**src/pkg/rsc_pkg.sv**
```systemverilog
`default_nettype none
package rsc_pkg;

  // clock rate of the instruction clock
  localparam int unsigned CLK_MHZ = 25;

  // least low time on the master clear pin, in ns, and in cycles rounded up
  localparam int unsigned MASTER_CLEAR_MIN_NS = 2000;
  localparam int unsigned MASTER_CLEAR_MIN_CYC_RAW = (MASTER_CLEAR_MIN_NS * CLK_MHZ + 999) / 1000;
  localparam int unsigned MASTER_CLEAR_MIN_CYC = (MASTER_CLEAR_MIN_CYC_RAW < 1) ? 1 : MASTER_CLEAR_MIN_CYC_RAW;

  // hold time of a watchdog or trap reset, in ns, and in cycles rounded up
  localparam int unsigned RESET_HOLD_NS = 400;
  localparam int unsigned RESET_HOLD_CYC_RAW = (RESET_HOLD_NS * CLK_MHZ + 999) / 1000;
  localparam int unsigned RESET_HOLD_CYC = (RESET_HOLD_CYC_RAW < 1) ? 1 : RESET_HOLD_CYC_RAW;

  // counter widths and load values
  localparam int unsigned CNT_W = 8;
  localparam logic [CNT_W-1:0] FILTER_LAST = CNT_W'(MASTER_CLEAR_MIN_CYC - 1);
  localparam logic [CNT_W-1:0] HOLD_LOAD = CNT_W'(RESET_HOLD_CYC - 1);
  localparam logic [CNT_W-1:0] CNT_ZERO = 8'h00;
  localparam logic [CNT_W-1:0] CNT_ONE = 8'h01;

  // reset cause register layout
  localparam int unsigned CAUSE_W = 16;
  localparam int unsigned TRAP_BIT = 15;
  localparam int unsigned EXT_BIT = 7;
  localparam int unsigned SW_BIT = 6;
  localparam int unsigned WDT_BIT = 4;
  localparam logic [CAUSE_W-1:0] CAUSE_RST = 16'h0000;
  localparam logic [CAUSE_W-1:0] CAUSE_ZERO = 16'h0000;
  localparam logic [CAUSE_W-1:0] CAUSE_ONE = 16'h0001;

  // trap priority levels
  localparam int unsigned LEVEL_W = 4;
  localparam logic [LEVEL_W-1:0] HARD_TRAP_MIN = 4'hD;
  localparam logic [LEVEL_W-1:0] HARD_TRAP_MAX = 4'hF;
  localparam logic [LEVEL_W-1:0] ADDR_ERR_LEVEL = 4'hD;
  localparam logic [LEVEL_W-1:0] OSC_FAIL_LEVEL = 4'hE;

  // clock source selection, kept across every system reset
  localparam int unsigned CLK_SEL_W = 3;
  localparam logic [CLK_SEL_W-1:0] CLK_SEL_RST = 3'h0;

  // sequencer states, one-hot
  typedef enum logic [4:0] {
    RSC_RUN  = 5'h01,
    RSC_EXT  = 5'h02,
    RSC_SW   = 5'h04,
    RSC_WDT  = 5'h08,
    RSC_TRAP = 5'h10
  } rsc_state_e;

  // one bit for each reset source
  typedef struct packed {
    logic trap;
    logic wdt;
    logic sw;
    logic ext;
  } rsc_cause_s;

  // trap request from the exception logic
  typedef struct packed {
    logic valid;
    logic [LEVEL_W-1:0] level;
  } rsc_trap_s;

  // hard traps span levels 13 to 15
  function automatic logic rsc_is_hard_trap(input logic [LEVEL_W-1:0] level);
    rsc_is_hard_trap = (level >= HARD_TRAP_MIN) && (level <= HARD_TRAP_MAX);
  endfunction : rsc_is_hard_trap

endpackage : rsc_pkg
`default_nettype wire

```
**src/logic/rsc_pin_filter.sv**
```systemverilog
`timescale 1ns/1ns
`default_nettype none
module rsc_pin_filter (
  input wire logic ref_clk,
  input wire logic sys_rst,
  input wire logic master_clear_pin_n,
  output logic filtered_low_q
);

  logic [rsc_pkg::CNT_W-1:0] low_cnt_q;
  logic [rsc_pkg::CNT_W-1:0] low_cnt_d;
  logic filtered_low_d;
  logic at_last;

  // low samples counted until the least width is reached
  assign at_last = (low_cnt_q == rsc_pkg::FILTER_LAST);
  assign filtered_low_d = !master_clear_pin_n && (at_last || filtered_low_q);
  assign low_cnt_d = master_clear_pin_n ? rsc_pkg::CNT_ZERO
                   : (at_last ? low_cnt_q : low_cnt_q + rsc_pkg::CNT_ONE);

  // counter and filtered level
  always_ff @(posedge ref_clk) begin
    if (sys_rst) begin
      low_cnt_q <= rsc_pkg::CNT_ZERO;
      filtered_low_q <= 1'b0;
    end else begin
      low_cnt_q <= low_cnt_d;
      filtered_low_q <= filtered_low_d;
    end
  end

endmodule : rsc_pin_filter
`default_nettype wire

```
**src/logic/rsc_reset_source_controller.sv**
```systemverilog
`timescale 1ns/1ns
`default_nettype none
// Function
// - low master clear pin causes reset
// - pin glitch filter, short lows ignored
// - pin reset sets external flag
// - reset instruction asserts system reset
// - instruction reset keeps clock source
// - instruction reset releases next cycle, fetch
// - instruction reset sets flag bit 6
// - watchdog time-out asserts reset asynchronously
// - watchdog reset keeps clock source
// - watchdog in sleep or idle only wakes
// - watchdog reset sets flag bit 4
// - lower hard trap during service resets
// - levels 13 to 15 are hard traps
// - address error 13, oscillator fail 14
// - trap conflict sets flag bit 15
module rsc_reset_source_controller (
  input wire logic ref_clk,
  input wire logic sys_rst,
  input wire logic master_clear_pin_n,
  input wire logic reset_instr_exec,
  input wire logic watchdog_timeout,
  input wire logic cpu_sleep_idle,
  input wire rsc_pkg::rsc_trap_s trap_req,
  input wire logic trap_servicing,
  input wire logic [rsc_pkg::LEVEL_W-1:0] trap_service_level,
  input wire logic cause_wr_en,
  input wire logic [rsc_pkg::CAUSE_W-1:0] cause_wr_data,
  input wire logic clk_sel_wr_en,
  input wire logic [rsc_pkg::CLK_SEL_W-1:0] clk_sel_wr_data,
  output logic system_reset_signal,
  output logic reset_vector_fetch,
  output logic watchdog_wake,
  output logic [rsc_pkg::CAUSE_W-1:0] reset_cause_register,
  output rsc_pkg::rsc_cause_s last_cause,
  output logic [rsc_pkg::CLK_SEL_W-1:0] clock_source_sel
);

  // places one source flag at its bit of the cause register
  function automatic logic [rsc_pkg::CAUSE_W-1:0] flag_at(input logic set, input int unsigned pos);
    logic [rsc_pkg::CAUSE_W-1:0] one;
    one = rsc_pkg::CAUSE_ONE << pos;
    flag_at = set ? one : rsc_pkg::CAUSE_ZERO;
  endfunction : flag_at

  // implemented flag bits
  localparam logic [rsc_pkg::CAUSE_W-1:0] FLAG_MASK = flag_at(1'b1, rsc_pkg::TRAP_BIT)
                                                    | flag_at(1'b1, rsc_pkg::EXT_BIT)
                                                    | flag_at(1'b1, rsc_pkg::SW_BIT)
                                                    | flag_at(1'b1, rsc_pkg::WDT_BIT);

  rsc_pkg::rsc_state_e state_q;
  rsc_pkg::rsc_state_e state_d;
  logic [rsc_pkg::CNT_W-1:0] hold_cnt_q;
  logic [rsc_pkg::CNT_W-1:0] hold_cnt_d;
  logic rst_q;
  logic rst_d;
  logic fetch_q;
  logic fetch_d;
  logic wake_q;
  logic wake_d;
  logic [rsc_pkg::CAUSE_W-1:0] cause_q;
  logic [rsc_pkg::CAUSE_W-1:0] cause_d;
  rsc_pkg::rsc_cause_s last_q;
  rsc_pkg::rsc_cause_s last_d;
  logic [rsc_pkg::CLK_SEL_W-1:0] clk_sel_q;
  logic [rsc_pkg::CLK_SEL_W-1:0] clk_sel_d;

  logic ext_low;
  logic ext_low_q;
  logic trap_conflict;
  logic in_run;
  logic hold_done;
  logic wdt_run;
  logic wdt_sleep;
  logic wdt_async;
  logic sw_evt;
  logic trap_evt;
  logic ext_evt;
  logic [rsc_pkg::CAUSE_W-1:0] set_vec;
  logic [rsc_pkg::CAUSE_W-1:0] clr_vec;

  // master clear pin through the glitch filter
  rsc_pin_filter u_pin_filter (
    .ref_clk(ref_clk),
    .sys_rst(sys_rst),
    .master_clear_pin_n(master_clear_pin_n),
    .filtered_low_q(ext_low)
  );

  // hard trap conflict detection
  rsc_trap_conflict u_trap_conflict (
    .ref_clk(ref_clk),
    .sys_rst(sys_rst),
    .trap_req(trap_req),
    .trap_servicing(trap_servicing),
    .trap_service_level(trap_service_level),
    .conflict_q(trap_conflict)
  );

  // source qualification; the pin and the asynchronous watchdog path act in any state, other sources only in run
  assign in_run = (state_q == rsc_pkg::RSC_RUN);
  assign hold_done = (hold_cnt_q == rsc_pkg::CNT_ZERO);
  assign wdt_run = watchdog_timeout && !cpu_sleep_idle && in_run;
  assign wdt_sleep = watchdog_timeout && cpu_sleep_idle && in_run;
  assign wdt_async = watchdog_timeout && !cpu_sleep_idle;
  assign ext_evt = ext_low && !ext_low_q;
  assign sw_evt = reset_instr_exec && in_run && !ext_low && !wdt_run && !trap_conflict;
  assign trap_evt = trap_conflict && in_run && !ext_low && !wdt_run;

  // sequencer next state; the pin overrides every other source
  always_comb begin
    state_d = state_q;
    hold_cnt_d = hold_cnt_q;
    case (state_q)
      rsc_pkg::RSC_RUN: begin
        if (ext_low) begin
          state_d = rsc_pkg::RSC_EXT;
        end else if (wdt_run) begin
          state_d = rsc_pkg::RSC_WDT;
          hold_cnt_d = rsc_pkg::HOLD_LOAD;
        end else if (trap_conflict) begin
          state_d = rsc_pkg::RSC_TRAP;
          hold_cnt_d = rsc_pkg::HOLD_LOAD;
        end else if (reset_instr_exec) begin
          state_d = rsc_pkg::RSC_SW;
        end
      end
      rsc_pkg::RSC_EXT: begin
        if (!ext_low) begin
          state_d = rsc_pkg::RSC_RUN; // released once the pin goes high
        end
      end
      rsc_pkg::RSC_SW: begin
        if (ext_low) begin
          state_d = rsc_pkg::RSC_EXT;
        end else begin
          state_d = rsc_pkg::RSC_RUN;
        end
      end
      rsc_pkg::RSC_WDT, rsc_pkg::RSC_TRAP: begin
        if (ext_low) begin
          state_d = rsc_pkg::RSC_EXT;
        end else if (hold_done) begin
          state_d = rsc_pkg::RSC_RUN;
        end else begin
          hold_cnt_d = hold_cnt_q - rsc_pkg::CNT_ONE;
        end
      end
      default: begin
        state_d = rsc_pkg::RSC_RUN;
        hold_cnt_d = rsc_pkg::CNT_ZERO;
      end
    endcase
  end

  // reset level, vector fetch pulse and wake pulse
  assign rst_d = (state_d != rsc_pkg::RSC_RUN);
  assign fetch_d = !in_run && (state_d == rsc_pkg::RSC_RUN);
  assign wake_d = wdt_sleep;

  // flags set by the accepted events, set wins over a clearing write
  assign set_vec = flag_at(ext_evt, rsc_pkg::EXT_BIT)
                 | flag_at(sw_evt, rsc_pkg::SW_BIT)
                 | flag_at(wdt_run, rsc_pkg::WDT_BIT)
                 | flag_at(trap_evt, rsc_pkg::TRAP_BIT);
  assign clr_vec = cause_wr_en ? (~cause_wr_data & FLAG_MASK) : rsc_pkg::CAUSE_ZERO;
  assign cause_d = ((cause_q & ~clr_vec) | set_vec) & FLAG_MASK;

  // source of the most recent reset
  assign last_d.ext = ext_evt;
  assign last_d.sw = sw_evt;
  assign last_d.wdt = wdt_run;
  assign last_d.trap = trap_evt;

  // clock selection only moves on an explicit write outside reset
  assign clk_sel_d = (clk_sel_wr_en && !rst_q && !wdt_async) ? clk_sel_wr_data : clk_sel_q;

  // sequencer registers
  always_ff @(posedge ref_clk) begin
    if (sys_rst) begin
      state_q <= rsc_pkg::RSC_RUN;
      hold_cnt_q <= rsc_pkg::CNT_ZERO;
      ext_low_q <= 1'b0;
    end else begin
      state_q <= state_d;
      hold_cnt_q <= hold_cnt_d;
      ext_low_q <= ext_low;
    end
  end

  // output pulses and reset level
  always_ff @(posedge ref_clk) begin
    if (sys_rst) begin
      rst_q <= 1'b0;
      fetch_q <= 1'b0;
      wake_q <= 1'b0;
    end else begin
      rst_q <= rst_d;
      fetch_q <= fetch_d;
      wake_q <= wake_d;
    end
  end

  // cause flags survive every system reset, cleared only by power-on or a clearing write
  always_ff @(posedge ref_clk) begin
    if (sys_rst) begin
      cause_q <= rsc_pkg::CAUSE_RST;
    end else begin
      cause_q <= cause_d;
    end
  end

  // last cause snapshot, updated only when a reset is taken
  always_ff @(posedge ref_clk) begin
    if (sys_rst) begin
      last_q <= '0;
    end else if (last_d != '0) begin
      last_q <= last_d;
    end
  end

  // clock source held through system resets
  always_ff @(posedge ref_clk) begin
    if (sys_rst) begin
      clk_sel_q <= rsc_pkg::CLK_SEL_RST;
    end else begin
      clk_sel_q <= clk_sel_d;
    end
  end

  // watchdog bypasses the flop so reset rises with the time-out itself
  assign system_reset_signal = rst_q || wdt_async;
  assign reset_vector_fetch = fetch_q;
  assign watchdog_wake = wake_q;
  assign reset_cause_register = cause_q;
  assign last_cause = last_q;
  assign clock_source_sel = clk_sel_q;

endmodule : rsc_reset_source_controller
`default_nettype wire

```
**src/logic/rsc_trap_conflict.sv**
```systemverilog
`timescale 1ns/1ns
`default_nettype none
module rsc_trap_conflict (
  input wire logic ref_clk,
  input wire logic sys_rst,
  input wire rsc_pkg::rsc_trap_s trap_req,
  input wire logic trap_servicing,
  input wire logic [rsc_pkg::LEVEL_W-1:0] trap_service_level,
  output logic conflict_q
);

  logic req_hard;
  logic lower_prio;
  logic conflict_d;

  // a lower hard trap arriving over one already in service
  assign req_hard = trap_req.valid && rsc_pkg::rsc_is_hard_trap(trap_req.level);
  assign lower_prio = trap_req.level < trap_service_level;
  assign conflict_d = req_hard && trap_servicing && lower_prio;

  // conflict registered, high one cycle after each conflicting request
  always_ff @(posedge ref_clk) begin
    if (sys_rst) begin
      conflict_q <= 1'b0;
    end else begin
      conflict_q <= conflict_d;
    end
  end

endmodule : rsc_trap_conflict
`default_nettype wire

```
**config.mk**
```make
export PLATFORM = sky130hd
export DESIGN_NAME = rsc_reset_source_controller
export DESIGN_NICKNAME = d
export VERILOG_FILES = /design/src/pkg/rsc_pkg.sv /design/src/logic/rsc_pin_filter.sv /design/src/logic/rsc_reset_source_controller.sv /design/src/logic/rsc_trap_conflict.sv
export SDC_FILE = /design/constraint.sdc
export NUM_CORES = 1
export LEC_CHECK = 0
export ABC_AREA = 0
export BUFFER_PORTS_ARGS = -buffer_cell sky130_fd_sc_hd__buf_2
export CORE_ASPECT_RATIO = 1.5
export CORE_MARGIN = 5
export CORE_UTILIZATION = 45
export DETAILED_ROUTE_END_ITERATION = 12
export PLACE_DENSITY = 0.72
export SYNTH_ARGS = -nofsm -noshare
export SYNTH_HDL_FRONTEND = slang
export SYNTH_HIERARCHICAL = 1
export SYNTH_SLANG_ARGS = --single-unit
```
**constraint.sdc**
```tcl
create_clock -name ref_clk -period 5.41 [get_ports ref_clk]
set_clock_uncertainty 0.2 [all_clocks]
set_input_delay 1.3525 -clock ref_clk [delete_from_list [all_inputs] [get_ports ref_clk]]
set_output_delay 1.3525 -clock ref_clk [all_outputs]
set_load 0.01 [all_outputs]
```
-- After elaboration in Yosys (flattened, before gate mapping)
Index checks and enable logic that the tools add are counted.
- register bits: 50
- bits in latches: 0
- bits in writable memories: 0
- memory bits (read-only): 0
- input bits: 37
- logic and storage cells: 98
- memories kept: 0
- $add $sub $neg: 2
- multiply operators: 0
- divide/modulo/power cells: 0
- order comparisons: 3
- eq/ne operators: 12
- shift-type cells: 0
- muxes and demuxes: 20
- bitwise gates (word level): 8
- reductions and logical operators: 37
- operators with widths (operator ; count):
    8-bit two-way mux ; 6
    5-bit two-way mux ; 8
    16-bit two-way mux ; 2
    16-bit NOT ; 2
    8-bit case mux with 3 select lines ; 1
    1-bit logical AND ; 20
    5-bit case mux with 4 select lines ; 1
    16-bit bitwise AND ; 1
    16-bit bitwise OR ; 1
    8-bit by 16-bit bitwise OR with 16-bit output ; 1
    5-bit by 1-bit == test with 1-bit output, second input constant ; 2
    1-bit logical NOT ; 9
    8-bit by 1-bit adder with 8-bit output, second input constant ; 1
    8-bit by 6-bit == test with 1-bit output, second input constant ; 1
    8-bit logical NOT ; 1
    8-bit by 5-bit bitwise OR with 8-bit output ; 1
    8-bit by 7-bit bitwise OR with 8-bit output ; 1
    8-bit by 1-bit subtractor with 8-bit output, second input constant ; 1
    7-bit two-way mux ; 1
    2-bit inequality test, second input constant ; 3
    2-bit OR reduction ; 3
    5-bit by 2-bit == test with 1-bit output, second input constant ; 1
    5-bit by 3-bit == test with 1-bit output, second input constant ; 1
    5-bit by 4-bit == test with 1-bit output, second input constant ; 1
    other kinds (11) ; 12

-- Depth between registers and ports, before layout
- word-level depth: 11
- gate-level depth with buffers: 7

-- Cells and area by module
The synthesis kept the hierarchy.
- by module, submodules not included (module ; times used ; cells an instance ; area an instance (µm²)):
    rsc_reset_source_controller ; 1 ; 177 ; 1481.4
    rsc_pin_filter ; 1 ; 46 ; 426.7
    rsc_trap_conflict ; 1 ; 14 ; 117.6

-- Worst setup path after synthesis
No wires, ideal clock.
- kind: input to output
- start point: input cpu_sleep_idle
- end point: output system_reset_signal
- arrival: 1685 ps
- data required time: 3858 ps
- setup slack: 2172 ps
- stages: 2
- path through: nand2b_1 > nand2b_1
- longest elaborated chain between the ends: 3
- RTL lines (element ; RTL line ; source):
    start, declared ; rsc_reset_source_controller.sv:25 ; input wire logic cpu_sleep_idle,
    1-bit logical NOT ; rsc_reset_source_controller.sv:108 ; assign wdt_async = watchdog_timeout && !cpu_sleep_idle;
    1-bit logical AND ; rsc_reset_source_controller.sv:108 ;
    1-bit logical OR ; rsc_reset_source_controller.sv:235 ; assign system_reset_signal = rst_q || wdt_async;
    end, declared ; rsc_reset_source_controller.sv:33 ; output logic system_reset_signal,
No other way between the ends.

-- Worst setup path in the final report
Same ends and word-level chain as after synthesis.

==> results.yml <==
die:
  fp.dieH_um: 92.2
  ios: 63
  die_x_um: 64.8
  die-area_mm2: 0.00597
  row_count: 30
  core_area_mm2: 0.00443
  start_util_pct: 45.7
detailed_routing:
  met1Wirelength_mm: 1.72
  vias_per_cell: 5.63
  drc: 0
  drtIter0Drc: 49
  wl_met2_mm: 2.36
  dr_wl_met3_um: 238
  avgRoutedWirePerCell_um: 13.7
  drtPass1Iterations: 4
  final_antenna_net_count: 0
  top_layer: "met4"
  num_vias: 1813
  postRouteWirelength_mm: 4.43
power_and_ir_drop:
  p_per_area_mw_per_mm2: 321
  irDropWorstVdd_v: 0.000167
  p_leak_nw: 0.924
grt:
  grt_antenna_before_repair: 0
  grt_pass1_vias: 1761
  grt_remaining_overflow: 0
  grt_max_degree: 29
  grt_usage_pct: 15.4
  grt_first_pass_wirelength_mm: 7.47
worst_setup_path:
  endpoint_kind: "primary output"
  r2r_cells: 7
  crit_fanout: 6
  r2r-start: "hold_cnt_q[0]$_SDFFE_PP0P_"
  critical_path_class: "input pin to primary output"
  critical_path_arrival_ps: 1970
  rrSetupSlack_ps: 3210
  crit_required_ps: 3860
  start_kind: "input pin"
  worst_r2r_endpoint: "hold_cnt_q[5]$_SDFFE_PP0P_"
timing:
  period_minus_slack_ps: 3520
  fmax_mhz: 284
  post-route-period-util_pct: 65.1
  tightestPinTransition_ps: 535
  hold_viol_final: 0
  drv_slew: 0
  setup_viol: 0
  max_slew_margin_pct: 64.3
  rsz0062_at_grt: "no"
  finalHoldWorstSlack_ps: 256
  fin_setup_tns_ps: 0
cells_and_area:
  nets: 316
  seq_area_um2: 761
  antennaDiodeCount: 0
  n_fill_cell: 445
  multi_input_area_mm2: 0.00114
  syn2layout_area_growth_pct: 12.7
  drive_gt1_share_pct: 23.4
clocking:
  cts.path.max_buffers: 2
  clockRootBuffer: "clkbuf_8"
  clk_transition_reported_paths_ps: 80
  cts-buffers-inserted: 5
  post_cts_resized: 0
  cts_max_level: 2
  post_cts_buffers: 0
  cts_num_sinks: 38
  holdBufCountCts: 0
  clock_latency_ps: 290
  cts_tree: "yes"
logic_synthesis:
  avgSynthCellArea_um2: 8.55
  yosys-top-cells-count: "38 x dfxtp_1, 18 x nor2_1, 16 x a21oi_1"
  synthCells: 237
  synth-seq-cells: 38
  yosysWarnings: 6
  synth_cell_types: 55
  seq_area_frac_synth_pct: 37.6
  synth.area.top_cells: "dfxtp_1 38%, buf_4 4.4%, a21oi_1 4.0%"
  synth_async_sr_flop_share_pct: 0
  synth_top_cell_by_area: "dfxtp_1"
  synth_top_area_share_pct: 37.6
  synth-edff-count: 0
  synth_most_common_cell: "dfxtp_1"
  synth_area_mm2: 0.00203
  ys.flop_type: "dfxtp_1"
run:
  cap_viol_max_count: 0
run_status:
  status: "complete, no violations"
min_path:
  holdPathStages: 2
  hold_start: "last_cause[3]$_SDFFE_PP0P_"
  min_to: "last_cause[3]$_SDFFE_PP0P_"
  hp-class: "register to register"
place:
  finalWeightedCongestion: 0.853
  dp_hpwl_mm: 3.38
  port_buffers: 38
critical path: stages:
cell and delay [ps]:
buf_2 110, nand2b_1 230, nand2b_1 140, buf_2 140
worst max path at each step:
stage / start / end / slack [ps]
after floorplan: cpu_sleep_idle / system_reset_signal / 2170
final: cpu_sleep_idle / system_reset_signal / 1890
after detailed placement: cpu_sleep_idle / system_reset_signal / 1890
after CTS: cpu_sleep_idle / system_reset_signal / 1890
after global placement: cpu_sleep_idle / system_reset_signal / 1920
after global routing: cpu_sleep_idle / system_reset_signal / 1840
through the flow:
step | utilization, % | setup WS, ps | cells | cell area (um^2) | total power, mW
after floorplan | - | 2170 | 248 | 2070 | 0.485
after global placement | 49.4 | 1920 | 314 | 2190 | 0.532
after detailed placement | 49.4 | 1890 | 314 | 2190 | 0.534
after CTS | 51.6 | 1890 | 322 | 2280 | 0.738
after global routing | 51.6 | 1840 | 322 | 2280 | 0.779
final | 51.6 | 1890 | 322 | 2280 | 0.732
kinds of logic (layout without fill, tap and decap cells):
kind of cell    after synthesis  after routing  share of synthesized area (%)
flops                        38             38                           37.6
simple gates                 94             94                           26.6
mux                           3              3                           1.48
xor+xnor                      6              6                           2.59
buf+inv                      29             55                           8.03
fa+ha+maj                     6              6                           3.71
compound gates               60             60                           19.9
other cells                   1             12                          0.185
final cells by class:
class | instances | area share (%)
Multi-Input combinational cell | 181 | 50.1
Sequential cell | 38 | 33.3
Timing Repair Buffer | 38 | 8.33
Clock buffer | 6 | 3.62
Tap cell | 48 | 2.63
Inverter | 9 | 1.48
Clock inverter | 2 | 0.548
sequential cells by signal (all words and copies together), names as in the netlist:
register                     cells
hold_cnt_q                       8
u_pin_filter/low_cnt_q           8
state_q                          5
last_cause                       4
reset_cause_register             4
clock_source_sel                 3
ext_low_q                        1
reset_vector_fetch               1
rst_q                            1
u_pin_filter/filtered_low_q      1
u_trap_conflict/conflict_q       1
watchdog_wake                    1
routing by layer:
metal,GRT usage [%],vias up
met3,3.80,10
li1,-,903
met4,8.82,0
met1,16.5,853
met2,26.8,47
met5,0,-
layout by cell type (no fill, tap or decap), drive strengths merged, types with 2 or more instances in the layout:
master  synthesis  layout
a211oi          2       2
a21boi          3       3
a21oi          17      17
a31oi           2       2
and2            4       4
buf            14      38
clkbuf          6       6
conb            1      12
dfxtp          38      38
ha              6       6
inv             9       9
mux2i           3       3
nand2          16      16
nand2b          4       4
nand3           8       8
nand4           2       2
nand4b          2       2
nor2           19      19
nor2b           7       7
nor3           11      11
nor4            4       4
o21a            3       3
o21ai          16      16
o22ai           2       2
o31ai           6       6
o32ai           2       2
or2             2       2
or3             4       4
or3b            2       2
or4             6       6
xnor2           4       4
xor2            2       2
power breakdown:
| part | switching (mW) | internal (mW) | leakage (nW) |
|---|---|---|---|
| Combinational | 0.127 | 0.0827 | 0.567 |
| Sequential | 0.0195 | 0.302 | 0.309 |
| Clock | 0.0995 | 0.102 | 0.0472 |
No activity file was read; power rests on OpenSTA's default activity.
